**src/hdl/nvda_pkg.sv**
```systemverilog
// shared constants and types for the nonvolatile data/address access block
package nvda_pkg;
   localparam int unsigned REG_AW      = 3;
   localparam int unsigned BYTE_W      = 8;
   localparam int unsigned WORD_W      = 14;
   localparam int unsigned HIGH_W      = 6;
   localparam int unsigned ADDR_W      = 15;
   localparam int unsigned ADDR_HIGH_W = 7;
   localparam int unsigned CFG_AW      = 16;
   localparam int unsigned CFG_UID_N   = 4;
   localparam int unsigned CFG_UID_IW  = 2;

   localparam logic [REG_AW-1:0] OFS_DATA_LOW  = 3'h0;
   localparam logic [REG_AW-1:0] OFS_DATA_HIGH = 3'h1;
   localparam logic [REG_AW-1:0] OFS_ADDR_LOW  = 3'h2;
   localparam logic [REG_AW-1:0] OFS_ADDR_HIGH = 3'h3;
   localparam logic [REG_AW-1:0] OFS_CONTROL   = 3'h4;

   localparam int unsigned CTL_READ       = 0;
   localparam int unsigned CTL_WRITE      = 1;
   localparam int unsigned CTL_WREN       = 2;
   localparam int unsigned CTL_WRERR      = 3;
   localparam int unsigned CTL_FREE       = 4;
   localparam int unsigned CTL_LATCH_ONLY = 5;
   localparam int unsigned CTL_CFG_SEL    = 6;
   localparam int unsigned CTL_PROG_SEL   = 7;

   localparam logic [BYTE_W-1:0]      CTRL_RST      = 8'h00;
   localparam logic [BYTE_W-1:0]      ADDR_LOW_RST  = 8'h00;
   localparam logic [ADDR_HIGH_W-1:0] ADDR_HIGH_RST = 7'h00;
   localparam logic [WORD_W-1:0]      DATA_RST      = 14'h0000;
   localparam logic [WORD_W-1:0]      DATA_CLEAR    = 14'h0000;
   localparam logic [1:0]             DATA_HIGH_PAD = 2'h0;
   localparam logic                   ADDR_HIGH_PAD = 1'b1;
   localparam logic [BYTE_W-1:0]      READ_ZERO     = 8'h00;

   localparam logic [CFG_AW-1:0] CFG_UID_FIRST = 16'h8000;
   localparam logic [CFG_AW-1:0] CFG_UID_LAST  = 16'h8003;
   localparam logic [CFG_AW-1:0] CFG_DEV_ID    = 16'h8006;
   localparam logic [CFG_AW-1:0] CFG_WORD1     = 16'h8007;
   localparam logic [CFG_AW-1:0] CFG_WORD2     = 16'h8008;
   localparam logic              CFG_SPACE_BIT = 1'b1;

   typedef enum logic [2:0] {
      st_idle,
      st_rd_issue,
      st_rd_wait,
      st_wr_issue,
      st_wr_wait
   } nvda_state_e;
endpackage

```
**src/hdl/nvda_cfg_if.sv**
```systemverilog
// link between the access controller and the configuration space store
`timescale 1ns/1ns
interface nvda_cfg_if;
   import nvda_pkg::*;
   logic [CFG_AW-1:0] addr;
   logic              wr;
   logic [WORD_W-1:0] wdata;
   logic [WORD_W-1:0] rdata;
   logic              hit;
   logic              writable;
   modport ctl   (output addr, output wr, output wdata,
                  input rdata, input hit, input writable);
   modport store (input addr, input wr, input wdata,
                  output rdata, output hit, output writable);
endinterface

```
**src/hdl/nvda_cfg_store.sv**
```systemverilog
// configuration space store: user ids, device id and configuration words
`timescale 1ns/1ns
module nvda_cfg_store
   import nvda_pkg::*;
#(
   // identity and configuration values are arbitrary
   parameter logic [WORD_W-1:0] DEV_ID_VAL    = 14'h0a5a,
   parameter logic [WORD_W-1:0] CFG_WORD1_VAL = 14'h3fff,
   parameter logic [WORD_W-1:0] CFG_WORD2_VAL = 14'h3fff
) (
   input wire logic mclk,
   input wire logic nrst,
   nvda_cfg_if.store cif
);
   logic [WORD_W-1:0] uid      [CFG_UID_N];
   logic [WORD_W-1:0] next_uid [CFG_UID_N];
   logic              uid_hit;
   logic [CFG_UID_IW-1:0] uid_idx;

   assign uid_hit = (cif.addr >= CFG_UID_FIRST) && (cif.addr <= CFG_UID_LAST);
   assign uid_idx = cif.addr[CFG_UID_IW-1:0];

   genvar gi;
   generate
      for (gi = 0; gi < CFG_UID_N; gi++) begin : g_uid
         always_comb begin
            next_uid[gi] = uid[gi];
            if (cif.wr && uid_hit && (uid_idx == CFG_UID_IW'(gi))) begin
               next_uid[gi] = cif.wdata;
            end
         end
         always_ff @(posedge mclk or negedge nrst) begin
            if (!nrst) begin
               uid[gi] <= DATA_RST;
            end else begin
               uid[gi] <= next_uid[gi];
            end
         end
      end
   endgenerate

   always_comb begin
      cif.rdata    = DATA_CLEAR;
      cif.hit      = 1'b1;
      cif.writable = 1'b0;
      if (uid_hit) begin
         cif.rdata    = uid[uid_idx];
         cif.writable = 1'b1;
      end else if (cif.addr == CFG_DEV_ID) begin
         cif.rdata = DEV_ID_VAL;
      end else if (cif.addr == CFG_WORD1) begin
         cif.rdata = CFG_WORD1_VAL;
      end else if (cif.addr == CFG_WORD2) begin
         cif.rdata = CFG_WORD2_VAL;
      end else begin
         cif.hit = 1'b0;
      end
   end
endmodule

```
**src/hdl/nvda_top.sv**
```systemverilog
// data/address holding registers and access sequencer of the nonvolatile memory
//
// The register addresses and strobed register access were decided locally.
`timescale 1ns/1ns
module nvda_top
   import nvda_pkg::*;
#(
   // identity and configuration values are arbitrary
   parameter logic [WORD_W-1:0] DEV_ID_VAL    = 14'h0a5a,
   parameter logic [WORD_W-1:0] CFG_WORD1_VAL = 14'h3fff,
   parameter logic [WORD_W-1:0] CFG_WORD2_VAL = 14'h3fff
) (
   input  wire logic              mclk,
   input  wire logic              nrst,
   input  wire logic [REG_AW-1:0] reg_addr,
   input  wire logic [BYTE_W-1:0] reg_wdata,
   input  wire logic              reg_wr,
   input  wire logic              reg_rd,
   output      logic [BYTE_W-1:0] reg_rdata,
   output      logic [ADDR_W-1:0] mem_addr,
   output      logic              mem_prog,
   output      logic [WORD_W-1:0] mem_wdata,
   output      logic              mem_rd,
   output      logic              mem_wr,
   output      logic              mem_erase,
   output      logic              mem_latch_only,
   input  wire logic [WORD_W-1:0] mem_rdata,
   input  wire logic              mem_done
);
   nvda_cfg_if cif ();

   nvda_cfg_store #(
      .DEV_ID_VAL    (DEV_ID_VAL),
      .CFG_WORD1_VAL (CFG_WORD1_VAL),
      .CFG_WORD2_VAL (CFG_WORD2_VAL)
   ) u_cfg (
      .mclk (mclk),
      .nrst (nrst),
      .cif  (cif)
   );

   // register write decode, used for every software-written register
   function automatic logic reg_hit(input logic             strobe,
                                    input logic [REG_AW-1:0] a,
                                    input logic [REG_AW-1:0] ofs);
      reg_hit = strobe && (a == ofs);
   endfunction

   logic [WORD_W-1:0]      data_word;
   logic [WORD_W-1:0]      next_data_word;
   logic [BYTE_W-1:0]      addr_low;
   logic [BYTE_W-1:0]      next_addr_low;
   logic [ADDR_HIGH_W-1:0] addr_high;
   logic [ADDR_HIGH_W-1:0] next_addr_high;
   logic [BYTE_W-1:0]      ctrl;
   logic [BYTE_W-1:0]      next_ctrl;
   logic [BYTE_W-1:0]      next_reg_rdata;
   nvda_state_e            state;
   nvda_state_e            next_state;
   logic                   next_mem_rd;
   logic                   next_mem_wr;
   logic                   next_mem_erase;
   logic                   next_mem_latch_only;
   logic                   next_mem_prog;
   logic [ADDR_W-1:0]      next_mem_addr;
   logic [WORD_W-1:0]      next_mem_wdata;

   logic              wr_data_low;
   logic              wr_data_high;
   logic              wr_addr_low;
   logic              wr_addr_high;
   logic              wr_ctrl;
   logic [ADDR_W-1:0] full_addr;
   logic              cfg_sel;
   logic              capture;
   logic [WORD_W-1:0] capture_word;
   logic              rd_done;
   logic              wr_done;
   logic              wr_start;

   assign wr_data_low  = reg_hit(reg_wr, reg_addr, OFS_DATA_LOW);
   assign wr_data_high = reg_hit(reg_wr, reg_addr, OFS_DATA_HIGH);
   assign wr_addr_low  = reg_hit(reg_wr, reg_addr, OFS_ADDR_LOW);
   assign wr_addr_high = reg_hit(reg_wr, reg_addr, OFS_ADDR_HIGH);
   assign wr_ctrl      = reg_hit(reg_wr, reg_addr, OFS_CONTROL);

   assign full_addr = {addr_high, addr_low};
   assign cfg_sel   = ctrl[CTL_CFG_SEL];

   // configuration space is the region with the top address bit set
   assign cif.addr  = {CFG_SPACE_BIT, full_addr};
   assign cif.wdata = data_word;
   assign cif.wr    = (state == st_wr_issue) && cfg_sel && cif.writable;

   // access sequencer
   always_comb begin
      next_state          = state;
      next_mem_rd         = 1'b0;
      next_mem_wr         = 1'b0;
      next_mem_erase      = mem_erase;
      next_mem_latch_only = mem_latch_only;
      next_mem_prog       = mem_prog;
      next_mem_addr       = mem_addr;
      next_mem_wdata      = mem_wdata;
      capture             = 1'b0;
      capture_word        = DATA_CLEAR;
      rd_done             = 1'b0;
      wr_done             = 1'b0;
      wr_start            = ctrl[CTL_WRITE] && ctrl[CTL_WREN];
      case (state)
         st_idle: begin
            if (ctrl[CTL_READ]) begin
               next_state    = st_rd_issue;
               next_mem_rd   = !cfg_sel;
               next_mem_prog = ctrl[CTL_PROG_SEL];
               next_mem_addr = full_addr;
            end else if (wr_start) begin
               next_state          = st_wr_issue;
               next_mem_wr         = !cfg_sel;
               next_mem_prog       = ctrl[CTL_PROG_SEL];
               next_mem_erase      = ctrl[CTL_FREE];
               next_mem_latch_only = ctrl[CTL_LATCH_ONLY];
               next_mem_addr       = full_addr;
               next_mem_wdata      = data_word;
            end else if (ctrl[CTL_WRITE]) begin
               // write strobe without write enable is dropped
               wr_done = 1'b1;
            end
         end
         st_rd_issue: begin
            next_state = st_rd_wait;
         end
         st_rd_wait: begin
            capture = 1'b1;
            rd_done = 1'b1;
            if (!cfg_sel) begin
               capture_word = mem_rdata;
            end else if (cif.hit) begin
               capture_word = cif.rdata;
            end else begin
               capture_word = DATA_CLEAR;
            end
            next_state = st_idle;
         end
         st_wr_issue: begin
            if (cfg_sel) begin
               wr_done    = 1'b1;
               next_state = st_idle;
            end else begin
               next_state = st_wr_wait;
            end
         end
         st_wr_wait: begin
            if (mem_done) begin
               wr_done    = 1'b1;
               next_state = st_idle;
            end
         end
         default: begin
            next_state = st_idle;
         end
      endcase
   end

   // sequencer state and array side outputs
   always_ff @(posedge mclk or negedge nrst) begin
      if (!nrst) begin
         state          <= st_idle;
         mem_rd         <= 1'b0;
         mem_wr         <= 1'b0;
         mem_erase      <= 1'b0;
         mem_latch_only <= 1'b0;
         mem_prog       <= 1'b0;
         mem_addr       <= {ADDR_W{1'b0}};
         mem_wdata      <= DATA_RST;
      end else begin
         state          <= next_state;
         mem_rd         <= next_mem_rd;
         mem_wr         <= next_mem_wr;
         mem_erase      <= next_mem_erase;
         mem_latch_only <= next_mem_latch_only;
         mem_prog       <= next_mem_prog;
         mem_addr       <= next_mem_addr;
         mem_wdata      <= next_mem_wdata;
      end
   end

   // software registers
   always_comb begin
      next_data_word = data_word;
      if (wr_data_low) begin
         next_data_word[BYTE_W-1:0] = reg_wdata;
      end
      if (wr_data_high) begin
         next_data_word[WORD_W-1:BYTE_W] = reg_wdata[HIGH_W-1:0];
      end
      // a completed fetch wins over a software write in the same cycle
      if (capture) begin
         next_data_word = capture_word;
      end
   end

   // data word pair
   always_ff @(posedge mclk or negedge nrst) begin
      if (!nrst) begin
         data_word <= DATA_RST;
      end else begin
         data_word <= next_data_word;
      end
   end

   always_comb begin
      next_addr_low  = addr_low;
      next_addr_high = addr_high;
      if (wr_addr_low) begin
         next_addr_low = reg_wdata;
      end
      if (wr_addr_high) begin
         next_addr_high = reg_wdata[ADDR_HIGH_W-1:0];
      end
   end

   // address pair
   always_ff @(posedge mclk or negedge nrst) begin
      if (!nrst) begin
         addr_low  <= ADDR_LOW_RST;
         addr_high <= ADDR_HIGH_RST;
      end else begin
         addr_low  <= next_addr_low;
         addr_high <= next_addr_high;
      end
   end

   always_comb begin
      next_ctrl = ctrl;
      if (wr_ctrl) begin
         next_ctrl[CTL_PROG_SEL]   = reg_wdata[CTL_PROG_SEL];
         next_ctrl[CTL_CFG_SEL]    = reg_wdata[CTL_CFG_SEL];
         next_ctrl[CTL_LATCH_ONLY] = reg_wdata[CTL_LATCH_ONLY];
         next_ctrl[CTL_FREE]       = reg_wdata[CTL_FREE];
         next_ctrl[CTL_WRERR]      = reg_wdata[CTL_WRERR];
         next_ctrl[CTL_WREN]       = reg_wdata[CTL_WREN];
      end
      // strobes clear when done; a fresh software set wins over that clear
      if (rd_done) begin
         next_ctrl[CTL_READ] = 1'b0;
      end
      if (wr_done) begin
         next_ctrl[CTL_WRITE] = 1'b0;
         next_ctrl[CTL_FREE]  = 1'b0;
      end
      if (wr_ctrl && reg_wdata[CTL_READ]) begin
         next_ctrl[CTL_READ] = 1'b1;
      end
      if (wr_ctrl && reg_wdata[CTL_WRITE]) begin
         next_ctrl[CTL_WRITE] = 1'b1;
      end
   end

   // control register
   always_ff @(posedge mclk or negedge nrst) begin
      if (!nrst) begin
         ctrl <= CTRL_RST;
      end else begin
         ctrl <= next_ctrl;
      end
   end

   // read-back mux
   always_comb begin
      next_reg_rdata = READ_ZERO;
      if (reg_rd) begin
         case (reg_addr)
            OFS_DATA_LOW:  next_reg_rdata = data_word[BYTE_W-1:0];
            OFS_DATA_HIGH: next_reg_rdata = {DATA_HIGH_PAD, data_word[WORD_W-1:BYTE_W]};
            OFS_ADDR_LOW:  next_reg_rdata = addr_low;
            OFS_ADDR_HIGH: next_reg_rdata = {ADDR_HIGH_PAD, addr_high};
            OFS_CONTROL:   next_reg_rdata = ctrl;
            default:       next_reg_rdata = READ_ZERO;
         endcase
      end
   end

   // read data stands one cycle after the strobe
   always_ff @(posedge mclk or negedge nrst) begin
      if (!nrst) begin
         reg_rdata <= READ_ZERO;
      end else begin
         reg_rdata <= next_reg_rdata;
      end
   end
endmodule

```
**config.mk**
```make
export PLATFORM = sky130hd
export DESIGN_NAME = nvda_top
export DESIGN_NICKNAME = d
export VERILOG_FILES = /design/src/hdl/nvda_pkg.sv /design/src/hdl/nvda_cfg_if.sv /design/src/hdl/nvda_cfg_store.sv /design/src/hdl/nvda_top.sv
export SDC_FILE = /design/constraint.sdc
export NUM_CORES = 1
export LEC_CHECK = 0
export BUFFER_PORTS_ARGS = -buffer_cell sky130_fd_sc_hd__clkbuf_2
export CAP_MARGIN = 0
export CORE_MARGIN = 2
export CORE_UTILIZATION = 33
export CTS_BUF_LIST = sky130_fd_sc_hd__clkbuf_16
export CTS_CLUSTER_SIZE = 14
export DETAILED_ROUTE_END_ITERATION = 6
export MAX_ROUTING_LAYER = met4
export SLEW_MARGIN = 40
export SYNTH_ARGS = -nofsm -noshare
export SYNTH_HDL_FRONTEND = slang
export SYNTH_SLANG_ARGS = --single-unit
```
**constraint.sdc**
```tcl
create_clock -name mclk -period 2.8 [get_ports mclk]
set_input_delay 0.28 -clock mclk [delete_from_list [all_inputs] [get_ports mclk]]
set_output_delay 0.28 -clock mclk [all_outputs]
set_load 0.005 [all_outputs]
```
==> summary.md <==
| Metric | Value |
|---|---|
| Outcome | `completed` |
| DRC violation count after routing | `0` |
| Fin. Hold Viols | `0` |
| Endpoint type of the worst setup path | `register` |
| Vias | `4091` |
| Pwr per Cell Area | `about 880 nW/um^2` |
| Tot GR Track Use | `0.1649` |
| Placer Congestion | `between 0.8 and 0.9` |
| Ys Warns | `0` |
| Final setup viols | `0` |
| Post-Synthesis Cell Area | `about 6300 um^2` |
| Ports | `between 70 and 80` |
| Root buffer cell | `clkbuf_16` |
| P&R area growth vs syn | `19.12%` |
| ANT nets after route | `0` |
| Detail Placement HPWL | `roughly 11000 um` |
| Pleak | `~3.5 nW` |
| CP required | `between 3 and 4 ns` |
| CP Class | `register to register` |
| Die ar. | `~20000 um^2` |
| Max clock buf depth | `2` |
| Ys flop type | `dfrtp_1` |
| CP Launch Type | `register` |
| CTS tree | `done` |
| Die X | `roughly 140 um` |
| Avg Inst Size Synth | `between 10 and 15 um^2` |
| Pre-antenna DRT Iters | `4` |
| Total CTS buffers | `17` |
| Library cells used by synthesis | `48` |
| Ant diodes | `0` |
| Antenna violations before repair | `0` |
| Setup total negative slack | `0 ns` |
| # rows | `50` |
| Worst skew pair latency | `0.42 ns` |
| Tcrit/Tclk final | `0.8226` |
| Cells after Synth | `464` |
| Tmin final | `2.303 ns` |
| Overflow after GRT | `0` |
| Mapped Nets | `around 500` |
| Layout cells sized above 1 | `0.4524` |
| Number of global-route vias before repair | `~4300` |
| Peak VDD IR | `between 300 and 400 uV` |
| Placeable Area | `~19000 um^2` |
| CP max FO | `14` |
| Number of synthesized flops with an enable pin | `0` |
| Post-DR wirelength/cell | `just under 20 um` |
| PortBufs | `71` |
| Max frequency | `between 0.4 and 0.5 GHz` |
| Clock sink total | `roughly 140` |
| Worst EP arrival | `2.60 ns` |
| Sequential area share after synthesis | `0.5462` |
| Clock-pin slew on the worst setup and hold paths | `approximately 0.060 ns` |
| Initial DRC count | `approximately 190` |
| Starting Density | `0.3369` |
| #FFs+latches synth | `138` |
| RSZ-0062 raised after global routing | `false` |
| Max H-tree Level | `4` |
| Post-Route Utilization | `0.4013` |
| Number of gates resized after CTS | `0` |
| Drt total wl | `approximately 15000 um` |
| Clock skew | `0.006381 ns` |
| Synth async-reset ratio | `1.000` |
| Worst slew pin tran | `0.7381 ns` |
| Worst Hold Class | `input port to register` |
| DR vias/cell | `between 5 and 6` |
| Final number of max-transition violations | `0` |
| Most common cell after layout, fill and taps aside | `dfrtp_1` |
| First-pass GRT wire length | `24720 um` |
| Max-Slew Margin vs Limit | `0.5074` |
| Die H | `about 140 um` |
| Nets@finish | `576` |
| Max-Cap Viols | `0` |
| Most frequent cells in the layout | `dfrtp_1 (138), mux2_2 (102), clkbuf_2 (70)` |
| Pin count of the biggest net entering global routing | `60` |
==> worst max-delay path, cell delays in order (launching register included) <==
cell and delay, ns:
dfrtp_1 0.41, nor4_2 0.52, nand2_1 0.12, or2_4 0.31, nor3b_4 0.19, buf_4 0.28, mux2_2 0.36
==> area by class of cell <==
| cell class | count | area, um^2 |
|---|---|---|
| clock buffer | 17 | 425.4 |
| clock inverter | 13 | 113.9 |
| fill | 1784 | 11240 |
| inverter | 8 | 30.03 |
| multi-input combinational | 290 | 2701 |
| sequential | 138 | 3453 |
| tap | 234 | 292.8 |
| timing repair buffer | 91 | 514.2 |
==> power by group <==
| part | internal [mW] | switching [mW] | leakage (nW) |
|---|---|---|---|
| registers | 2.46 | 0.544 | 1.78 |
| logic | 0.849 | 0.727 | 1.41 |
| clock network | 1.27 | 0.792 | 0.269 |
==> stage by stage <==
stage	cells	area (um^2)	setup slack [ns]	hold WS (ns)	total power, mW
global route	791	7531	0.3779	0.1296	7.019
CTS	791	7531	0.4818	0.1244	6.716
finish	791	7531	0.4967	0.1394	6.644
global placement	760	6982	0.5865	0.2797	4.580
detailed placement	760	6982	0.4997	0.2868	4.633
floorplan	464	6322	0.7352	-0.01559	3.857
==> path summary, 6_finish.rpt <==
path / from / to / slack, ns / depth (start not counted)
min in group asynchronous: nrst / mem_prog / 0.40 / 2
worst min register to register: u_cfg.uid[4] / u_cfg.uid[4] / 0.50 / 1
worst min-delay path: mem_rdata[9] / cif.wdata[9] / 0.14 / 2
max in group asynchronous: nrst / u_cfg.uid[33] / 1.68 / 3
worst max register to register: addr_high[4] / u_cfg.uid[30] / 0.50 / 6
worst max-delay path: addr_high[4] / u_cfg.uid[30] / 0.50 / 6
==> synth_stat cells, drive strengths merged, types with 2 or more instances <==
library cell,number,area share
a21oi,8,0.0063
dfrtp,138,0.55
clkbuf,15,0.0089
nor3b,3,0.0053
a32oi,3,0.0042
a22o,2,0.0028
nand2,15,0.0089
nand3,2,0.0016
nand4,2,0.0020
or3b,2,0.0028
o221ai,11,0.015
o21bai,2,0.0024
nor3,6,0.0073
and3b,2,0.0028
a22oi,13,0.015
and2,8,0.0079
o22ai,6,0.0059
buf,13,0.013
a21boi,6,0.0071
o2111ai,2,0.0028
o311a,6,0.0095
nor2b,5,0.0049
nor2,29,0.018
nor4b,2,0.0028
mux2i,7,0.011
o21ai,11,0.0087
mux2,112,0.21
mux4,14,0.050
nor4,3,0.0063
inv,8,0.0047
==> per-layer routing <==
| metal | share of wire | wire, um | GRT usage | up-vias |
|---|---|---|---|---|
| met5 | 0 | 0 | - | - |
| met4 | 0.015 | 231 | 0.05524 | 0 |
| met3 | 0.039 | 604 | 0.02894 | 17 |
| met2 | 0.49 | 7487 | 0.2581 | 94 |
| met1 | 0.46 | 7071 | 0.2184 | 2087 |
| li1 | - | - | - | 1893 |
==> sequential cells by signal (all words and copies together), names as in the netlist, 3 cells and up <==
| name | cells |
|---|---|
| cif.wdata | 14 |
| addr_low | 8 |
| reg_rdata | 8 |
| addr_high | 7 |
| ctrl | 8 |
| mem_addr | 15 |
| u_cfg.uid | 56 |
| mem_wdata | 14 |
| state | 3 |
==> repair_timing <==
action	4_1_cts	5_1_grt
setup endpoints to repair	0	0
hold buffers	1	0
buffers inserted	0	0
hold endpoints to repair	55	0
==> logic make-up after synthesis <==
group / Yosys count / share of synthesized area
DFF: 138 / 0.5462
muxes: 133 / 0.2664
and+or+nand+nor: 84 / 0.07659
AOI/OAI and AO/OA: 73 / 0.08431
buffers and inverters: 36 / 0.02652
Note: power is estimated with default switching activity, not from simulation.
